[src/bfc_pkg.sv]
`default_nettype none
package bfc_pkg;
    // --------------------------------------------------------------
    // Initialization byte layout and request codes
    // --------------------------------------------------------------
    localparam int INIT_TYPE_BIT = 7;
    localparam logic [2:0] REQ_SGL_RD = 3'h0;
    localparam logic [2:0] REQ_SGL_WR = 3'h1;
    localparam logic [2:0] REQ_STK_RD = 3'h2;
    localparam logic [2:0] REQ_STK_WR = 3'h3;
    localparam logic [2:0] REQ_BC_RD = 3'h4;
    localparam logic [2:0] REQ_BC_WR = 3'h5;
    localparam logic [2:0] REQ_BC_WRR = 3'h6;
    localparam logic [2:0] REQ_RSVD = 3'h7;
    // --------------------------------------------------------------
    // Address byte, sizes and frame overhead
    // --------------------------------------------------------------
    localparam logic [5:0] DEV_ADDR_MAX = 6'h3f;
    localparam logic [7:0] DEV_ALIAS_LO = 8'h4f;
    localparam int MAX_WR_BYTES = 8;
    localparam int MAX_RSP_BYTES = 128;
    localparam logic [7:0] RSP_OVERHEAD = 8'h07;
    localparam logic [7:0] RD_INVALID_DATA = 8'h00;
    // --------------------------------------------------------------
    // CRC-16, LSB-first stream, reflected form of x16+x15+x2+1
    // --------------------------------------------------------------
    localparam logic [15:0] CRC_INIT = 16'hffff;
    localparam logic [15:0] CRC_POLY_STREAM = 16'hc002;
    localparam logic [15:0] CRC_POLY_REFL = 16'ha001;
    localparam logic [15:0] CRC_GOOD = 16'h0000;

    // One byte through the serial divider, bit 0 first
    function automatic logic [15:0] crc_byte(input logic [15:0] c, input logic [7:0] b);
        logic [15:0] r;
        r = c;
        for (int i = 0; i < 8; i++)
        begin
            if (r[0] ^ b[i])
                r = (r >> 1) ^ CRC_POLY_REFL;
            else
                r = r >> 1;
        end
        return r;
    endfunction

    // Only single-device requests carry a device-address byte
    function automatic logic has_dev(input logic [2:0] req);
        return (req == REQ_SGL_RD) || (req == REQ_SGL_WR);
    endfunction

    function automatic logic is_read(input logic [2:0] req);
        return (req == REQ_SGL_RD) || (req == REQ_STK_RD) || (req == REQ_BC_RD);
    endfunction

    // Whole command frame length in bytes, CRC included
    function automatic logic [7:0] cmd_len(input logic [2:0] req, input logic [2:0] size);
        logic [7:0] n;
        n = is_read(req) ? 8'h01 : ({5'h00, size} + 8'h01);
        return (has_dev(req) ? 8'h02 : 8'h01) + 8'h04 + n;
    endfunction

    function automatic logic [7:0] rsp_len(input logic [6:0] cnt);
        return {1'b0, cnt} + RSP_OVERHEAD;
    endfunction
endpackage
`default_nettype wire

[src/bfc_link_if.sv]
`default_nettype none
// Byte-wide frame link: commands toward the device, responses back
interface bfc_link_if;
    logic cmd_vld;
    logic cmd_sof;
    logic cmd_err;
    logic [7:0] cmd_byte;
    logic rsp_vld;
    logic rsp_sof;
    logic [7:0] rsp_byte;

    modport host (
        output cmd_vld, cmd_sof, cmd_err, cmd_byte,
        input rsp_vld, rsp_sof, rsp_byte
    );
    modport device (
        input cmd_vld, cmd_sof, cmd_err, cmd_byte,
        output rsp_vld, rsp_sof, rsp_byte
    );
endinterface
`default_nettype wire

[src/bfc_dev_end.sv]
`default_nettype none
module bfc_dev_end (
    input wire logic I_CLK,
    input wire logic I_SYS_RST,
    bfc_link_if.device link,
    input wire logic [5:0] I_OWN_ADDR,
    input wire logic I_TOP_OF_STACK,
    input wire logic I_ADDR_OK,
    input wire logic [7:0] I_RD_DATA,
    input wire logic I_FLAG_CLR,
    input wire logic I_CHN_VLD,
    input wire logic I_CHN_SOF,
    input wire logic [7:0] I_CHN_BYTE,
    output var logic O_CHN_VLD,
    output var logic O_CHN_SOF,
    output var logic [7:0] O_CHN_BYTE,
    output var logic [15:0] O_CUR_ADDR,
    output var logic O_WR_STB,
    output var logic [2:0] O_WR_REQ,
    output var logic [3:0] O_WR_LEN,
    output var logic [63:0] O_WR_DATA,
    output var logic O_RSVD_INIT_ERR,
    output var logic O_FRAME_START_ERR,
    output var logic O_CHAR_ERR,
    output var logic O_CMD_CRC_ERR,
    output var logic O_RSP_CRC_ERR
);
    // --------------------------------------------------------------
    // Command receiver
    // --------------------------------------------------------------
    logic rx_act_ff, rx_bad_ff;
    logic [7:0] rx_idx_ff, rx_len_ff, idx, hdr, d, b;
    logic [15:0] crc_ff, crc_nx;
    logic [2:0] req_ff, req_c, size_ff;
    logic [5:0] dev_ff;
    logic [6:0] rcnt_ff;
    logic [7:0] reg_hi_ff;
    logic [15:0] base_ff;
    logic take, last, good, addressed;
    logic set_rsvd, set_sof, set_char, set_cmd_crc, set_rsp_crc;

    assign b = link.cmd_byte;
    assign idx = link.cmd_sof ? 8'h00 : rx_idx_ff;
    assign req_c = link.cmd_sof ? b[6:4] : req_ff;
    assign hdr = bfc_pkg::has_dev(req_c) ? 8'h02 : 8'h01;
    assign d = idx - hdr - 8'h02;
    assign crc_nx = bfc_pkg::crc_byte(link.cmd_sof ? bfc_pkg::CRC_INIT : crc_ff, b);
    assign take = link.cmd_vld && !link.cmd_sof && rx_act_ff;
    assign last = take && (idx == rx_len_ff - 8'h01);
    assign good = last && !rx_bad_ff && !link.cmd_err && (crc_nx == bfc_pkg::CRC_GOOD);
    assign addressed = !bfc_pkg::has_dev(req_ff) || (dev_ff == I_OWN_ADDR);
    assign set_rsvd = link.cmd_vld && link.cmd_sof && b[bfc_pkg::INIT_TYPE_BIT]
                      && (b[6:4] == bfc_pkg::REQ_RSVD);
    // A new start mid-frame, a stray byte, or a response-type init
    assign set_sof = link.cmd_vld && ((link.cmd_sof && (rx_act_ff ||
                     !b[bfc_pkg::INIT_TYPE_BIT])) || (!link.cmd_sof && !rx_act_ff));
    assign set_char = link.cmd_vld && link.cmd_err;
    assign set_cmd_crc = last && !rx_bad_ff && !link.cmd_err && !good;

    // Frame tracking and field capture
    always_ff @(posedge I_CLK)
    begin
        if (I_SYS_RST)
        begin
            rx_act_ff <= 1'b0;
            rx_bad_ff <= 1'b0;
            rx_idx_ff <= 8'h00;
            rx_len_ff <= 8'h00;
            crc_ff <= bfc_pkg::CRC_INIT;
            req_ff <= 3'h0;
            size_ff <= 3'h0;
            dev_ff <= 6'h00;
            rcnt_ff <= 7'h00;
            reg_hi_ff <= 8'h00;
            base_ff <= 16'h0000;
            O_WR_DATA <= 64'h0;
        end
        else if (link.cmd_vld && (link.cmd_sof || rx_act_ff))
        begin
            crc_ff <= crc_nx;
            rx_idx_ff <= idx + 8'h01;
            if (link.cmd_sof)
            begin
                rx_act_ff <= b[bfc_pkg::INIT_TYPE_BIT];
                req_ff <= b[6:4];
                size_ff <= b[2:0];
                rx_bad_ff <= link.cmd_err || (b[6:4] == bfc_pkg::REQ_RSVD);
                rx_len_ff <= bfc_pkg::cmd_len(b[6:4], b[2:0]);
            end
            else
            begin
                rx_bad_ff <= rx_bad_ff || link.cmd_err;
                if (last)
                    rx_act_ff <= 1'b0;
                // alias values from 0x4f up to top address
                if (idx == 8'h01 && hdr == 8'h02)
                    dev_ff <= (b >= bfc_pkg::DEV_ALIAS_LO) ? bfc_pkg::DEV_ADDR_MAX : b[5:0];
                if (idx == hdr)
                    reg_hi_ff <= b;
                if (idx == hdr + 8'h01)
                    base_ff <= {reg_hi_ff, b};
                if (idx >= hdr + 8'h02 && idx < rx_len_ff - 8'h02)
                begin
                    rcnt_ff <= b[6:0];
                    O_WR_DATA[{d[2:0], 3'b000} +: 8] <= b;
                end
            end
        end
    end

    // --------------------------------------------------------------
    // Forwarding toward the chain
    // --------------------------------------------------------------
    always_ff @(posedge I_CLK)
    begin
        if (I_SYS_RST)
        begin
            O_CHN_VLD <= 1'b0;
            O_CHN_SOF <= 1'b0;
            O_CHN_BYTE <= 8'h00;
        end
        else
        begin
            O_CHN_VLD <= link.cmd_vld && !link.cmd_err;
            O_CHN_SOF <= link.cmd_sof;
            O_CHN_BYTE <= b;
        end
    end

    // --------------------------------------------------------------
    // Chain response monitor
    // --------------------------------------------------------------
    logic c_act_ff;
    logic [7:0] c_idx_ff, c_len_ff, c_idx;
    logic [15:0] c_crc_ff, c_crc_nx;
    logic c_take, c_last, c_good;

    assign c_take = I_CHN_VLD && (I_CHN_SOF || c_act_ff);
    assign c_idx = I_CHN_SOF ? 8'h00 : c_idx_ff;
    assign c_crc_nx = bfc_pkg::crc_byte(I_CHN_SOF ? bfc_pkg::CRC_INIT : c_crc_ff, I_CHN_BYTE);
    assign c_last = c_take && !I_CHN_SOF && (c_idx == c_len_ff - 8'h01);
    assign c_good = c_last && (c_crc_nx == bfc_pkg::CRC_GOOD);
    assign set_rsp_crc = c_last && !c_good;

    always_ff @(posedge I_CLK)
    begin
        if (I_SYS_RST)
        begin
            c_act_ff <= 1'b0;
            c_idx_ff <= 8'h00;
            c_len_ff <= 8'h00;
            c_crc_ff <= bfc_pkg::CRC_INIT;
        end
        else if (c_take)
        begin
            c_crc_ff <= c_crc_nx;
            c_idx_ff <= c_idx + 8'h01;
            c_act_ff <= !c_last;
            if (I_CHN_SOF)
                c_len_ff <= bfc_pkg::rsp_len(I_CHN_BYTE[6:0]);
        end
    end

    // --------------------------------------------------------------
    // Own response and write execution
    // --------------------------------------------------------------
    logic pend_ff, tx_act_ff, go;
    logic [7:0] tx_idx_ff, tx_len_ff, sel;
    logic [15:0] tcrc_ff;
    logic rsp_vld_ff, rsp_sof_ff;
    logic [7:0] rsp_byte_ff;

    assign go = (good && bfc_pkg::is_read(req_ff) && addressed
                 && (bfc_pkg::has_dev(req_ff) || I_TOP_OF_STACK)) || (pend_ff && c_good);

    always_comb
    begin
        if (tx_idx_ff == 8'h00)
            sel = {1'b0, rcnt_ff};
        else if (tx_idx_ff == 8'h01)
            sel = {2'b00, I_OWN_ADDR};
        else if (tx_idx_ff == 8'h02)
            sel = base_ff[15:8];
        else if (tx_idx_ff == 8'h03)
            sel = base_ff[7:0];
        else if (tx_idx_ff < tx_len_ff - 8'h02)
            sel = I_ADDR_OK ? I_RD_DATA : bfc_pkg::RD_INVALID_DATA;
        else if (tx_idx_ff == tx_len_ff - 8'h02)
            sel = tcrc_ff[7:0];
        else
            sel = tcrc_ff[15:8];
    end

    always_ff @(posedge I_CLK)
    begin
        if (I_SYS_RST)
        begin
            pend_ff <= 1'b0;
            tx_act_ff <= 1'b0;
            tx_idx_ff <= 8'h00;
            tx_len_ff <= 8'h00;
            tcrc_ff <= bfc_pkg::CRC_INIT;
            O_CUR_ADDR <= 16'h0000;
            O_WR_STB <= 1'b0;
            O_WR_REQ <= 3'h0;
            O_WR_LEN <= 4'h0;
        end
        else
        begin
            O_WR_STB <= good && !bfc_pkg::is_read(req_ff) && addressed && I_ADDR_OK;
            O_WR_REQ <= req_ff;
            O_WR_LEN <= {1'b0, size_ff} + 4'h1;
            if (take && idx == hdr + 8'h01)
                O_CUR_ADDR <= {reg_hi_ff, b};
            // Stacked reads wait for the frame from above
            if (good && bfc_pkg::is_read(req_ff) && addressed && !go)
                pend_ff <= 1'b1;
            // bad frame from above cancels append
            else if (set_rsp_crc || go)
                pend_ff <= 1'b0;
            if (go)
            begin
                tx_act_ff <= 1'b1;
                tx_idx_ff <= 8'h00;
                tx_len_ff <= bfc_pkg::rsp_len(rcnt_ff);
                tcrc_ff <= bfc_pkg::CRC_INIT;
                O_CUR_ADDR <= base_ff;
            end
            else if (tx_act_ff)
            begin
                if (tx_idx_ff < tx_len_ff - 8'h02)
                    tcrc_ff <= bfc_pkg::crc_byte(tcrc_ff, sel);
                tx_idx_ff <= tx_idx_ff + 8'h01;
                if (tx_idx_ff >= 8'h04 && tx_idx_ff < tx_len_ff - 8'h02)
                    O_CUR_ADDR <= O_CUR_ADDR + 16'h0001;
                if (tx_idx_ff == tx_len_ff - 8'h01)
                    tx_act_ff <= 1'b0;
            end
        end
    end

    // Response channel: own frame, else chain bytes forwarded as they are
    always_ff @(posedge I_CLK)
    begin
        if (I_SYS_RST)
        begin
            rsp_vld_ff <= 1'b0;
            rsp_sof_ff <= 1'b0;
            rsp_byte_ff <= 8'h00;
        end
        else if (tx_act_ff)
        begin
            rsp_vld_ff <= 1'b1;
            rsp_sof_ff <= (tx_idx_ff == 8'h00);
            rsp_byte_ff <= sel;
        end
        else
        begin
            rsp_vld_ff <= I_CHN_VLD;
            rsp_sof_ff <= I_CHN_SOF;
            rsp_byte_ff <= I_CHN_BYTE;
        end
    end

    assign link.rsp_vld = rsp_vld_ff;
    assign link.rsp_sof = rsp_sof_ff;
    assign link.rsp_byte = rsp_byte_ff;

    // --------------------------------------------------------------
    // Sticky error flags, set wins over clear
    // --------------------------------------------------------------
    always_ff @(posedge I_CLK)
    begin
        if (I_SYS_RST)
        begin
            O_RSVD_INIT_ERR <= 1'b0;
            O_FRAME_START_ERR <= 1'b0;
            O_CHAR_ERR <= 1'b0;
            O_CMD_CRC_ERR <= 1'b0;
            O_RSP_CRC_ERR <= 1'b0;
        end
        else
        begin
            O_RSVD_INIT_ERR <= set_rsvd || (O_RSVD_INIT_ERR && !I_FLAG_CLR);
            O_FRAME_START_ERR <= set_sof || (O_FRAME_START_ERR && !I_FLAG_CLR);
            O_CHAR_ERR <= set_char || (O_CHAR_ERR && !I_FLAG_CLR);
            // each device flags its own fault
            O_CMD_CRC_ERR <= set_cmd_crc || (O_CMD_CRC_ERR && !I_FLAG_CLR);
            O_RSP_CRC_ERR <= set_rsp_crc || (O_RSP_CRC_ERR && !I_FLAG_CLR);
        end
    end
endmodule
`default_nettype wire

[src/flat_wrapper.sv]
// flat-port wrapper written by rule: the top's interface ports become plain ports
module bfc_dev_end_flat 
  (I_CLK, I_SYS_RST, I_OWN_ADDR, I_TOP_OF_STACK, I_ADDR_OK, I_RD_DATA, I_FLAG_CLR, I_CHN_VLD, I_CHN_SOF, I_CHN_BYTE, O_CHN_VLD, O_CHN_SOF, O_CHN_BYTE, O_CUR_ADDR, O_WR_STB, O_WR_REQ, O_WR_LEN, O_WR_DATA, O_RSVD_INIT_ERR, O_FRAME_START_ERR, O_CHAR_ERR, O_CMD_CRC_ERR, O_RSP_CRC_ERR, link_cmd_vld, link_cmd_sof, link_cmd_err, link_cmd_byte, link_rsp_vld, link_rsp_sof, link_rsp_byte);
  bfc_link_if link_i ();
  input wire logic I_CLK;
  input wire logic I_SYS_RST;
  input wire logic [5:0] I_OWN_ADDR;
  input wire logic I_TOP_OF_STACK;
  input wire logic I_ADDR_OK;
  input wire logic [7:0] I_RD_DATA;
  input wire logic I_FLAG_CLR;
  input wire logic I_CHN_VLD;
  input wire logic I_CHN_SOF;
  input wire logic [7:0] I_CHN_BYTE;
  output var logic O_CHN_VLD;
  output var logic O_CHN_SOF;
  output var logic [7:0] O_CHN_BYTE;
  output var logic [15:0] O_CUR_ADDR;
  output var logic O_WR_STB;
  output var logic [2:0] O_WR_REQ;
  output var logic [3:0] O_WR_LEN;
  output var logic [63:0] O_WR_DATA;
  output var logic O_RSVD_INIT_ERR;
  output var logic O_FRAME_START_ERR;
  output var logic O_CHAR_ERR;
  output var logic O_CMD_CRC_ERR;
  output var logic O_RSP_CRC_ERR;
  input wire logic [$bits(link_i.cmd_vld)-1:0] link_cmd_vld;
  input wire logic [$bits(link_i.cmd_sof)-1:0] link_cmd_sof;
  input wire logic [$bits(link_i.cmd_err)-1:0] link_cmd_err;
  input wire logic [$bits(link_i.cmd_byte)-1:0] link_cmd_byte;
  output wire logic [$bits(link_i.rsp_vld)-1:0] link_rsp_vld;
  output wire logic [$bits(link_i.rsp_sof)-1:0] link_rsp_sof;
  output wire logic [$bits(link_i.rsp_byte)-1:0] link_rsp_byte;
  assign link_i.cmd_vld = link_cmd_vld;
  assign link_i.cmd_sof = link_cmd_sof;
  assign link_i.cmd_err = link_cmd_err;
  assign link_i.cmd_byte = link_cmd_byte;
  assign link_rsp_vld = link_i.rsp_vld;
  assign link_rsp_sof = link_i.rsp_sof;
  assign link_rsp_byte = link_i.rsp_byte;
  bfc_dev_end u_core (.I_CLK(I_CLK), .I_SYS_RST(I_SYS_RST), .link(link_i), .I_OWN_ADDR(I_OWN_ADDR), .I_TOP_OF_STACK(I_TOP_OF_STACK), .I_ADDR_OK(I_ADDR_OK), .I_RD_DATA(I_RD_DATA), .I_FLAG_CLR(I_FLAG_CLR), .I_CHN_VLD(I_CHN_VLD), .I_CHN_SOF(I_CHN_SOF), .I_CHN_BYTE(I_CHN_BYTE), .O_CHN_VLD(O_CHN_VLD), .O_CHN_SOF(O_CHN_SOF), .O_CHN_BYTE(O_CHN_BYTE), .O_CUR_ADDR(O_CUR_ADDR), .O_WR_STB(O_WR_STB), .O_WR_REQ(O_WR_REQ), .O_WR_LEN(O_WR_LEN), .O_WR_DATA(O_WR_DATA), .O_RSVD_INIT_ERR(O_RSVD_INIT_ERR), .O_FRAME_START_ERR(O_FRAME_START_ERR), .O_CHAR_ERR(O_CHAR_ERR), .O_CMD_CRC_ERR(O_CMD_CRC_ERR), .O_RSP_CRC_ERR(O_RSP_CRC_ERR));
endmodule
[config.mk]
export PLATFORM = sky130hd
export DESIGN_NAME = bfc_dev_end_flat
export DESIGN_NICKNAME = d
export VERILOG_FILES = /design/src/bfc_pkg.sv /design/src/bfc_link_if.sv /design/src/bfc_dev_end.sv /design/src/flat_wrapper.sv
export SDC_FILE = /design/constraint.sdc
export NUM_CORES = 1
export LEC_CHECK = 0
export BUFFER_PORTS_ARGS = -buffer_cell sky130_fd_sc_hd__buf_4
export CAP_MARGIN = 10
export CELL_PAD_IN_SITES_DETAIL_PLACEMENT = 1
export CELL_PAD_IN_SITES_GLOBAL_PLACEMENT = 1
export CORE_AREA = 2 2 181 255
export DETAILED_ROUTE_END_ITERATION = 8
export DIE_AREA = 0 0 183 257
export GPL_ROUTABILITY_DRIVEN = 0
export PLACE_DENSITY_LB_ADDON = 0.25
export SLEW_MARGIN = 20
export SYNTH_ARGS = -nofsm -noshare
export SYNTH_HDL_FRONTEND = slang
export SYNTH_SLANG_ARGS = --single-unit
[constraint.sdc]
create_clock -name I_CLK -period 12.7 [get_ports I_CLK]
set_input_delay 3.175 -clock I_CLK [delete_from_list [all_inputs] [get_ports I_CLK]]
set_output_delay 3.175 -clock I_CLK [all_outputs]
set_load 0.01 [all_outputs]
Yosys cells after proc, flatten, opt, wreduce, memory -nomap -nowiden
Cells that the tools add are included.
- register bits: 257
- latch bits: 0
- bits in writable memories: 0
- bits in read-only memories: 0
- bits of input ports: 40
- output and inout bits: 113
- memories kept: 0
- add/subtract/negate cells: 20
- multipliers: 0
- div/mod/pow operators: 0
- $lt $le $gt $ge: 5
- equality and inequality tests: 20
- shift operators: 2
- mux-type cells: 84
- bitwise operators: 49
- reductions and logical operators: 90
- operators by type and width (cell ; number):
    $mux 16 ; 58
    $mux 8 ; 11
    $not 2->3 ; 24
    $bwmux 64 ; 1
    $shift 8x8->64 const A ; 1
    $shiftx 8x8->64 ; 1
    $eq 8x8->1 ; 5
    $logic_and 1x1->1 ; 38
    $add 8x1->8 const B ; 4
    $logic_not 16->1 ; 2
    $eq 8x2->1 const B ; 3
    $sub 8x1->8 const B ; 3
    $xor 1x1->1 ; 24
    $logic_or 1x1->1 ; 22
    $add 16x1->16 const B ; 1
    $add 7x3->8 const B ; 2
    $eq 8x1->1 const B ; 2
    $lt 8x8->1 ; 2
    $sub 8x2->8 const B ; 2
    $logic_not 1->1 ; 13
    $reduce_and 3->1 ; 4
    $mux 1 ; 10
    $eq 3x1->1 const B ; 3
    $eq 3x3->1 const B ; 3
    22 further kinds ; 31

Logic depth before layout (Yosys ltp)
Gate-level depths: netlist of run 1.
- word-level depth: 63
- depth in mapped cells: 18

Worst setup path before layout of run 1
OpenSTA, ideal clock, no wires.
- path type: input-to-reg
- start: input link_cmd_sof
- end: register u_core.O_WR_DATA[32]
- library setup time: 0.128 ns
- arrival: 6.389 ns
- slack: 6.183 ns
- stages: 18
- buffers on the path: 5
- cells stage by stage: buf_2 buf_2 clkbuf_1 nand2b_1 inv_1 ha_1 nor2b_1 o21a_1 o21a_1 o21ai_0 nand2b_1 a21oi_1 o21ai_1 clkbuf_1 nor4b_1 clkbuf_1 mux2i_1 nor2_1
- longest elaborated chain between the ends: 9
- elaborated cells on any way between the ends: 20
- those cells by class: 4 x add/sub; 2 x order compare; 1 x eq/ne; 2 x shift; 4 x mux; 1 x bitwise; 6 x reduce/logical
- ends and longest elaborated chain (element ; line ; RTL):
    from (decl) ; flat_wrapper.sv:29 ; input wire logic [$bits(link_i.cmd_sof)-1:0] link_cmd_sof;
    $mux 3 ; bfc_dev_end.sv:44 ; assign req_c = link.cmd_sof ? b[6:4] : req_ff;
    $eq 3x1->1 / $logic_not 3->1 (equally long branches) ; bfc_pkg.sv:48 ; return (req == REQ_SGL_RD) || (req == REQ_SGL_WR);
    $logic_or 1x1->1 ; bfc_pkg.sv:48 ;
    $mux 2 ; bfc_dev_end.sv:45 ; assign hdr = bfc_pkg::has_dev(req_c) ? 8'h02 : 8'h01;
    $sub 3x3->3 ; bfc_dev_end.sv:46 ; assign d = idx - hdr - 8'h02;
    $sub 3x2->3 ; bfc_dev_end.sv:46 ;
    $neg 6->8 ; bfc_dev_end.sv:105 ; O_WR_DATA[{d[2:0], 3'b000} +: 8] <= b;
    $shiftx 8x8->64 / $shift 8x8->64 (equally long branches) ; bfc_dev_end.sv:105 ;
    $bwmux 64 ; bfc_dev_end.sv:105 ;
    to (signal assigned) ; bfc_dev_end.sv:76 ; O_WR_DATA <= 64'h0;
    to (signal, indexed assignment) ; bfc_dev_end.sv:105 ;
    to (decl) ; bfc_dev_end.sv:21 ; output var logic [63:0] O_WR_DATA,
Several ways; a longest one is shown, not always the timed one.
A chain may end at the register's enable or synchronous reset.

Final worst setup path of run 1
- start: input link_cmd_byte[6]
- end: register u_core.O_WR_DATA[24]
- longest elaborated chain between the ends: 9
- elaborated cells on any way between the ends: 15
- those cells by class: 4 x add/sub; 1 x order compare; 1 x eq/ne; 2 x shift; 3 x mux; 4 x reduce/logical
- ends and longest elaborated chain (element ; line ; RTL):
    from (decl) ; flat_wrapper.sv:31 ; input wire logic [$bits(link_i.cmd_byte)-1:0] link_cmd_byte;
    $mux 3 ; bfc_dev_end.sv:44 ;
    $eq 3x1->1 / $logic_not 3->1 (equally long branches) ; bfc_pkg.sv:48 ;
    $logic_or 1x1->1 ; bfc_pkg.sv:48 ;
    $mux 2 ; bfc_dev_end.sv:45 ;
    $sub 3x3->3 ; bfc_dev_end.sv:46 ;
    $sub 3x2->3 ; bfc_dev_end.sv:46 ;
    $neg 6->8 ; bfc_dev_end.sv:105 ;
    $shiftx 8x8->64 / $shift 8x8->64 (equally long branches) ; bfc_dev_end.sv:105 ;
    $bwmux 64 ; bfc_dev_end.sv:105 ;
Several ways; a longest one is shown, not always the timed one.

==> results of run 1 <==
==> area by class of cell <==
class                           instances  area (um2)
Clock buffer                           41       870.8
Clock inverter                         10       171.4
Fill cell                            5338       28760
Inverter                               29       108.9
Multi-Input combinational cell       1205        7752
Sequential cell                       254        5085
Tap cell                              564       705.7
Timing Repair Buffer                  161        1212
==> worst register-to-register path, stage by stage (launching register included) <==
cell	delay, ns
dfxtp_1	0.34
inv_1	0.11
ha_1	0.24
nor3b_1	0.39
nand2_1	0.18
xor2_1	0.18
ha_1	0.31
a21oi_1	0.19
o21a_1	0.54
nand3_2	0.55
nor2_1	0.75
nor2_1	0.39
a311oi_1	0.35
nor3_1	0.08
a21oi_1	0.14
nor2_1	0.05
==> layout by cell type, fill, tap and decap left out, types with 5 or more instances in the layout <==
| master | instances |
|---|---|
| nand2_1 | 155 |
| xnor2_1 | 101 |
| buf_4 | 160 |
| clkbuf_8 | 10 |
| nor4_1 | 10 |
| nand4_1 | 20 |
| mux2i_1 | 89 |
| or2_2 | 8 |
| a211oi_1 | 21 |
| ha_1 | 45 |
| nor3b_1 | 10 |
| o211ai_1 | 14 |
| a21o_1 | 6 |
| mux2_2 | 6 |
| nand3_1 | 35 |
| a311oi_1 | 11 |
| a31oi_1 | 5 |
| dfxtp_1 | 254 |
| and2_1 | 9 |
| a211o_1 | 22 |
| nand3b_1 | 10 |
| or3_1 | 13 |
| o21a_1 | 6 |
| nand2b_1 | 30 |
| o31ai_1 | 5 |
| a21oi_1 | 88 |
| o22ai_1 | 8 |
| and3_1 | 15 |
| o21ai_0 | 32 |
| nor2_1 | 250 |
| xor2_1 | 51 |
| and4_1 | 7 |
| inv_1 | 29 |
| nor2b_1 | 41 |
| clkbuf_16 | 29 |
| nor3_1 | 28 |
==> power groups by stage <==
stage / clock, uW / combinational (uW) / sequential, uW
global route: 977 / 249 / 835
global placement: 0 / 221 / 849
detailed placement: 0 / 223 / 850
finish: 919 / 225 / 832
CTS: 944 / 224 / 832
floorplan: 0 / 153 / 847
==> final timing paths <==
check / cells after the start / end / slack, ns
setup / recovery: 14 / u_core.O_WR_DATA[24]$_SDFFE_PP0P_ / 6.11
hold / removal: 2 / u_core.pend_ff$_SDFFE_PP0P_ / 0.47
setup reg to reg: 15 / u_core.O_CUR_ADDR[11]$_SDFF_PP0_ / 7.74
hold reg to reg: 2 / u_core.pend_ff$_SDFFE_PP0P_ / 0.47
==> flip-flops by register name, summed over array words and instances, names as in the netlist, 16 cells and up <==
name / count
u_core.base_ff: 16
u_core.c_crc_ff: 16
u_core.O_CUR_ADDR: 16
u_core.O_WR_DATA: 64
u_core.crc_ff: 16
u_core.tcrc_ff: 16
==> through the flow <==
stage | instance area, um2 | hold WS (ns) | cells | utilization [%] | total power, uW
after floorplan | 13290 | 0.4262 | 1589 | - | 1001
after global placement | 14840 | 0.4521 | 2213 | 33.22 | 1070
after detailed placement | 14840 | 0.4603 | 2213 | 33.22 | 1073
after CTS | 15880 | 0.4750 | 2264 | 35.55 | 2000
after global routing | 15910 | 0.4946 | 2264 | 35.61 | 2061
final | 15910 | 0.4683 | 2264 | 35.61 | 1975
==> metal layers <==
metal	vias up	share of wire [%]	wire length (um)
met5	-	0	0
met1	5625	41	17800
met3	56	4.5	1977
li1	5624	-	-
met4	0	2.5	1105
met2	191	52	22840
==> cell usage after synthesis, types with 3 or more instances <==
master,instances
a211o_1,22
a211oi_1,21
a21o_1,6
a21oi_1,88
a22oi_1,4
a311oi_1,11
a31oi_1,5
and2_1,9
and3_1,15
and4_1,7
buf_1,6
buf_2,9
clkbuf_1,83
dfxtp_1,254
ha_1,45
inv_1,29
mux2_2,6
mux2i_1,89
nand2_1,155
nand2b_1,30
nand3_1,35
nand3b_1,10
nand4_1,20
nor2_1,251
nor2b_1,41
nor3_1,28
nor3b_1,10
nor4_1,11
nor4b_1,3
o211ai_1,14
o21a_1,6
o21ai_0,33
o21ai_1,4
o221ai_1,4
o22a_1,4
o22ai_1,8
o31ai_1,5
or2_2,8
or3_1,13
xnor2_1,101
xor2_1,51
==> logic make-up after synthesis <==
kind of cell | count (synthesis)
buffers and inverters | 130
adders and majority gates | 46
AOI/OAI and AO/OA | 251
and+or+nand+nor | 659
xor gates and xnor gates | 154
DFF | 254
muxes | 95
==> flow_summary.toml, run 1 <==
[sta]
fin_crit_ns = 6.586
slew_headroom_pct = 28.56
setup_violations = 0
fin_ws_ns = 6.114
drv_slew = 0
tns_ns = 0
worst_pin_slew_ns = 1.071
fin_crit_sh_pct = 51.86
fmax_ghz = 0.1518
finalHoldViolCount = 0
rsz0062_at_grt = "no"
finalClockSkew_ns = 0.01036

[drt]
drt_iter0_markers = 398
wl_mm = 43.72
vias = 11500
ant_nets = 0
firstDrtPassIters = 5
via_per_inst = 5.078
wl_per_cell_um = 19.31
drc_errors = 0

[critical_path]
critPathTopFamily = "simple AND/OR/NAND/NOR gates"
critPathLaunchType = "primary input"
slowest_stage = "nor4_4"
crit_buf_inv = 3
rr_startpoint = "u_core.tx_len_ff[1]$_SDFFE_PP0P_"
timing_worst_setup_path_type = "in -> reg"
path_cells = "buf_4 -> nor2_1 -> mux2_2 -> inv_1 -> ha_1 -> inv_1 -> a21oi_1 -> o21a_1 -> nor3_1 -> a2111oi_0 -> o21ai_2 -> nor4_4 -> mux2i_1 -> nor2_1"
cp.required_ns = 13.14
arrival_ns = 7.03
crit_path_max_incr_delay_ns = 0.74
cp_max_fo = 18
cp-end-kind = "register"
startpoint = "link_cmd_byte[6]"

[synth]
syn_area_per_cell_um2 = 8.363
synth_top_area_share_pct = 38.26
ys_seq_elements = 254
synth-edff-count = 0
syn_nets = 1675
synthXorXnorAreaFrac_pct = 10.37
yosys.area_share.simple_pct = 23.48
synth.largest_area_cell = "dfxtp_1"
synth_top_family_by_area = "simple AND/OR/NAND/NOR gates"
synth_fa_ha_area_share_pct = 4.388
syn-cell-area_um2 = 13290
synth.distinct_cells = 71
ys_seq_area_share_pct = 38.26
synthArstFlopShare_pct = 0
synthCells = 1589
yosys_warnings = 0
synthTopCellsByArea = "dfxtp_1, nor2_1, mux2i_1"
muxShareOfSynthArea_pct = 7.212
synth_compound_area_share_pct = 12.44
synth_top_flop_cell = "dfxtp_1"

[power_and_ir_drop]
pwr-share-seq_pct = 42.1
p_clk_share_pct = 46.5
p_switching_uw = 512.1
vdd_drop_max_mv = 0.1122
swShare_pct = 25.92
powerDensity_nw_per_um2 = 124.2
combPwrFrac_pct = 11.4
intPower_uw = 1463
leakage_uw = 0.006439

[min_path]
hp-start = "u_core.pend_ff$_SDFFE_PP0P_"
min_path_type = "reg -> reg"

[final_layout]
synthToLayoutAreaGrowth_pct = 19.70
fin_nets = 1766
diodes = 0
drive_above_1_share_pct = 14.18

[floorplanning]
dieArea_um2 = 47030
io_pins = 153
num_rows = 92
core_um2 = 44660
die_width_um = 183
start_util_pct = 29.75
fp.dieH_um = 257

[global_route]
use_met1_pct = 21.15
global_route.usage.met3_pct = 3.156
grt_max_degree = 92
grt_util_met2_pct = 35.11
grt_util_all_layers_pct = 18.57
grt_antenna_before_repair = 0
grt_remaining_overflow = 0
grt_pass1_vias = 12130
grt_pass1_wl_mm = 69.52
grt-busiest-layer = "met2"

[flow_run]
max-cap-violations = 0

[clocking]
cts_buffers = 29
cts_resized = 0
clockBufferDepth = 3
root_buffer = "clkbuf_16"
htree_num_levels = 1
clock-sinks = 254
cts_setup_buffers = 0
clkTransAtPathRegs_ns = 0.06
cts_hold_buf = 0
clock_latency_ns = 0.59
cts_tree = "yes"

[place]
numPortBuffers = 152
dp_slack_ns = 5.149
place_hpwl_mm = 32.20

[status]
run_status = "completed"
No activity file was read; power rests on OpenSTA's default activity.
==> run 2, diff against run 1 <==
--- a/config.mk
+++ b/config.mk
@@ -5,13 +5,14 @@
 export SDC_FILE = /design/constraint.sdc
 export NUM_CORES = 1
 export LEC_CHECK = 0
+export ABC_AREA = 1
 export BUFFER_PORTS_ARGS = -buffer_cell sky130_fd_sc_hd__buf_4
 export CAP_MARGIN = 10
 export CELL_PAD_IN_SITES_DETAIL_PLACEMENT = 1
 export CELL_PAD_IN_SITES_GLOBAL_PLACEMENT = 1
-export CORE_AREA = 2 2 181 255
+export CORE_AREA = 2 2 180 252
 export DETAILED_ROUTE_END_ITERATION = 8
-export DIE_AREA = 0 0 183 257
+export DIE_AREA = 0 0 182 254
 export GPL_ROUTABILITY_DRIVEN = 0
 export PLACE_DENSITY_LB_ADDON = 0.25
 export SLEW_MARGIN = 20
==> constraint.sdc (replaced) <==
create_clock -name I_CLK -period 6.85 [get_ports I_CLK]
set_input_delay 1.7125 -clock I_CLK [delete_from_list [all_inputs] [get_ports I_CLK]]
set_output_delay 1.7125 -clock I_CLK [all_outputs]
set_load 0.01 [all_outputs]
==> flow_summary.toml, run 2 <==
[sta]
tns_ns = 0
setup_violations = 0
drv_slew = 0
fin_crit_ns = 5.336
fin_crit_sh_pct = 77.90
finalClockSkew_ns = 0.02529
slew_headroom_pct = 36.67
holdWs_ns = 0.4591
rsz0062_at_grt = "no"
finalHoldViolCount = 0
fmax_ghz = 0.1874
worst_pin_slew_ns = 0.9427

[synth]
synth_common_cells = "nand2_1, dfxtp_1, nor2_1, inv_1, a21oi_1"
yosys_warnings = 0
ys_seq_area_share_pct = 38.90
syn_nets = 1910
synth-edff-count = 0
synthTopCellsByArea = "dfxtp_1, nand2_1, a21oi_1"
synthArstFlopShare_pct = 0
synth.distinct_cells = 53
synth_top_area_share_pct = 38.90
ys_seq_elements = 254
syn-cell-area_um2 = 13070
synth.largest_area_cell = "dfxtp_1"
synthCells = 1824
syn_area_per_cell_um2 = 7.166
synth.most_common_cell = "nand2_1"
synth_top_flop_cell = "dfxtp_1"

[global_route]
grt-busiest-layer = "met2"
grt_util_all_layers_pct = 20.59
grt_util_met2_pct = 39.42
use_met1_pct = 22.95
grt_max_degree = 89
grt_pass1_vias = 13280
grt_pass1_wl_mm = 74.98
grt_antenna_before_repair = 1
global_route.usage.met3_pct = 2.966
grt_remaining_overflow = 0

[clocking]
clock-sinks = 254
clkTransAtPathRegs_ns = 0.06
clockBufferDepth = 3
cts_hold_buf = 0
cts_buffers = 29
cts_setup_buffers = 0
htree_num_levels = 1
cts_resized = 0
cts_tree = "yes"
root_buffer = "clkbuf_16"
clock_latency_ns = 0.58

[drt]
firstDrtPassIters = 5
wl_mm = 47.81
drt_iter0_markers = 548
vias = 12650
wl_per_cell_um = 18.91
ant_nets = 0
drc_errors = 0
via_per_inst = 5.004

[flow_run]
max-cap-violations = 0

[final_layout]
largest-register = "u_core.O_WR_DATA"
synthToLayoutAreaGrowth_pct = 20.46
utilization_pct = 35.83
final_area_um2 = 15750
layout_common_cells = "nand2_1, dfxtp_1, nor2_1"
fin_nets = 2032
drive_above_1_share_pct = 12.34
largest_reg_flops = 64
mostFrequentLayoutCell = "nand2_1"

[status]
run_status = "completed"

[critical_path]
rr_startpoint = "u_core.tx_len_ff[2]$_SDFFE_PP0P_"
startpoint = "link_cmd_byte[6]"
cp.required_ns = 7.35
timing_worst_setup_path_type = "in -> reg"
cp-end-kind = "register"
critPathLaunchType = "primary input"
arrival_ns = 5.84
cp_max_fo = 16

[place]
placed_area_um2 = 14710
place_hpwl_mm = 35.65
numPortBuffers = 152

[floorplanning]
dieArea_um2 = 46230
fp.dieH_um = 254
num_rows = 91
io_pins = 153
start_util_pct = 29.74
core_um2 = 43950
die_width_um = 182

[min_path]
min_path_type = "reg -> reg"
hp-start = "u_core.O_WR_DATA[7]$_SDFFE_PP0P_"

[power_and_ir_drop]
powerDensity_nw_per_um2 = 234.0
vdd_drop_max_mv = 0.1291
leakage_uw = 0.007040
finalPower_uw = 3684
[run 2: critical path, stage by stage]
cell and delay, ns:
buf_4 0.16, inv_1 0.23, nand2_1 0.07, o21ai_0 0.11, nand2_1 0.23, ha_1 0.60
inv_1 0.19, a21oi_1 0.17, o21ai_0 0.09, a221oi_1 0.27, nand3_1 0.43, nor2_1 0.27
inv_1 0.08, nor2_1 0.09, inv_1 0.08, nor2_1 0.67, o21ai_0 0.18, a21oi_1 0.18
[run 2: logic make-up after synthesis]
logic type,share of synthesized area [%]
fa+ha+maj,4.461
mux,0.2297
buf+inv,7.811
simple gates,24.63
flops,38.90
compound gates,16.43
xor+xnor,7.543
[run 2: final cells by class]
type | instances | area (um2)
well taps | 558 | 698.2
clock buffers | 44 | 862.1
flip-flops and latches | 254 | 5085
diodes | 1 | 2.502
repair buffers | 166 | 1246
clock inverters | 10 | 158.9
multi-input cells | 1311 | 6998
inverters | 184 | 694.4
fillers | 5456 | 28200
[run 2: through the flow]
stage	cells	setup WS (ns)
finish	2528	1.514
global route	2528	0.9552
CTS	2527	1.561
detailed placement	2473	0.9467
global placement	2473	1.278
floorplan	1824	1.743
[run 2: routing by layer]
layer,vias to the layer above,wire length [um]
li1,6250,-
met1,6141,19480
met2,193,25000
met3,67,1739
met4,0,1593
met5,-,0
[run 2: power by group]
part,total [uW],leakage [uW],switching (uW),internal [uW]
Clock,1690,0.000496,673,1010
Combinational,448,0.00448,298,150
Sequential,1550,0.00207,26.7,1520
Total,3680,0.00704,998,2690
[run 2: path summary, 6_finish.rpt]
check | to | slack (ns) | cells after the start
min reg2reg | u_core.O_WR_DATA[7]$_SDFFE_PP0P_ | 0.46 | 2
max reg2reg | u_core.tcrc_ff[0]$_SDFFE_PP1P_ | 2.20 | 19
max | u_core.O_WR_DATA[45]$_SDFFE_PP0P_ | 1.51 | 18
min | u_core.O_WR_DATA[7]$_SDFFE_PP0P_ | 0.46 | 2
==> run 3, diff against run 2 <==
==> constraint.sdc (replaced) <==
create_clock -name I_CLK -period 4.6 [get_ports I_CLK]
set_input_delay 1.15 -clock I_CLK [delete_from_list [all_inputs] [get_ports I_CLK]]
set_output_delay 1.15 -clock I_CLK [all_outputs]
set_load 0.01 [all_outputs]
==> flow_summary.toml, run 3 (same netlist as run 2, synthesis figures left out) <==
[status]
run_status = "completed"

[critical_path]
rr_startpoint = "u_core.tx_len_ff[3]$_SDFFE_PP0P_"
slowest_stage = "nor2_1"
crit_buf_inv = 4
cp_max_fo = 17
arrival_ns = 4.70
rr_worst_depth = 17
critPathLaunchType = "register"
startpoint = "u_core.tx_len_ff[3]$_SDFFE_PP0P_"
cpMostUsedCell = "nand2_1"
reg2reg_to = "u_core.O_CUR_ADDR[2]$_SDFF_PP0_"
critPathTopFamily = "simple AND/OR/NAND/NOR gates"
crit_path_max_incr_delay_ns = 0.63
timing_worst_setup_path_type = "reg -> reg"
path_cells = "nor4_1 -> nand2_1 -> xor2_1 -> ha_1 -> nand2_1 -> nor2_1 -> buf_4 -> nand2_1 -> nand2_1 -> buf_4 -> nor2_1 -> inv_1 -> nor2_2 -> inv_1 -> o21ai_0 -> nand2_1 -> nand2_1"
cp-end-kind = "register"
r2r_setup_slack_ns = 0.40
cp.required_ns = 5.10

[floorplanning]
dieArea_um2 = 46230
die_width_um = 182
fp.dieH_um = 254
io_pins = 153
num_rows = 91
core_um2 = 43950
start_util_pct = 29.74

[clocking]
cts_hold_buf = 0
root_buffer = "clkbuf_16"
clock_latency_ns = 0.57
clockBufferDepth = 3
cts_resized = 0
htree_num_levels = 1
cts_setup_buffers = 0
cts_tree = "yes"
clkTransAtPathRegs_ns = 0.06
clock-sinks = 254
cts_buffers = 28

[power_and_ir_drop]
vdd_drop_max_mv = 0.2021
powerDensity_nw_per_um2 = 337.0
leakage_uw = 0.007194
finalPower_uw = 5376

[global_route]
grt_antenna_before_repair = 2
grt_pass1_vias = 13410
grt_util_all_layers_pct = 20.67
grt_max_degree = 109
grt_pass1_wl_mm = 74.81
grt_remaining_overflow = 0

[drt]
wl_mm = 48.39
drc_errors = 0
firstDrtPassIters = 4
wl_per_cell_um = 18.92
ant_nets = 0
vias = 12780
drt_iter0_markers = 476
via_per_inst = 4.994

[place]
numPortBuffers = 152
place_hpwl_mm = 36.82
dpl.cell_count = 2509

[final_layout]
largest_reg_flops = 64
drive_above_1_share_pct = 13.61
utilization_pct = 36.30
fin_nets = 2067
mostFrequentLayoutCell = "nand2_1"
fin_cells = 2558
largest-register = "u_core.O_WR_DATA"
synthToLayoutAreaGrowth_pct = 22.04
layout_common_cells = "nand2_1, dfxtp_1, buf_4"
fillerInstances = 5510

[sta]
drv_slew = 0
finalHoldViolCount = 0
fmax_ghz = 0.2380
fin_crit_sh_pct = 91.33
holdWs_ns = 0.4602
setup_violations = 0
fin_crit_ns = 4.201
rsz0062_at_grt = "no"
worst_pin_slew_ns = 0.9884
slew_headroom_pct = 33.93
tns_ns = 0
finalClockSkew_ns = 0.01710

[min_path]
whs_path_depth = 1
hp-start = "u_core.size_ff[0]$_SDFFE_PP0P_"
min_to = "u_core.O_WR_LEN[0]$_SDFF_PP0_"
min_path_type = "reg -> reg"

[flow_run]
max-cap-violations = 0
## run 3: cell count changes in the layout (fill, tap and decap cells not counted), sizes merged
cell	delta
clkbuf	-4
clkinvlp	-1
inv	-1
buf	+36
## run 3: area by class of cell
type / count / area (um2) / share of cell area [%]
antenna: 1 / 2.502 / 0.01569
inverter: 184 / 694.4 / 4.353
clock inverter: 8 / 142.6 / 0.8941
tap: 558 / 698.2 / 4.376
multi-input combinational: 1311 / 6984 / 43.78
timing repair buffer: 202 / 1529 / 9.584
clock buffer: 40 / 817.0 / 5.122
sequential: 254 / 5085 / 31.87
## run 3: per-layer routing
| layer | global-route usage [%] | share of wire (%) | vias to the layer above |
|---|---|---|---|
| li1 | - | - | 6324 |
| met1 | 22.09 | 39 | 6132 |
| met2 | 39.51 | 52 | 226 |
| met3 | 3.554 | 4.2 | 91 |
| met4 | 9.055 | 4.4 | 2 |
| met5 | 0 | 0.023 | - |
## run 3: where the power goes
part           internal (uW)  switching [uW]
Sequential              2270            39.6
Combinational            235             441
Clock                   1450             949
## run 3: worst max path at each step
stage,end,slack [ns],cells after the start
after floorplan,u_core.O_WR_DATA[7]$_SDFFE_PP0P_,0.06,16
after global placement,u_core.O_WR_DATA[7]$_SDFFE_PP0P_,0.14,15
after detailed placement,u_core.O_WR_DATA[7]$_SDFFE_PP0P_,0.05,15
after CTS,u_core.O_CUR_ADDR[2]$_SDFF_PP0_,0.42,17
after global routing,u_core.O_CUR_ADDR[2]$_SDFF_PP0_,0.0003,17
final,u_core.O_CUR_ADDR[2]$_SDFF_PP0_,0.40,17
## run 3: metrics by stage
step                worst slack (ns)  area, um2
floorplan                    0.05574      13070
global placement              0.1357      14990
detailed placement           0.04751      14990
CTS                           0.4165      15950
global route               0.0002678      15950
finish                        0.3990      15950
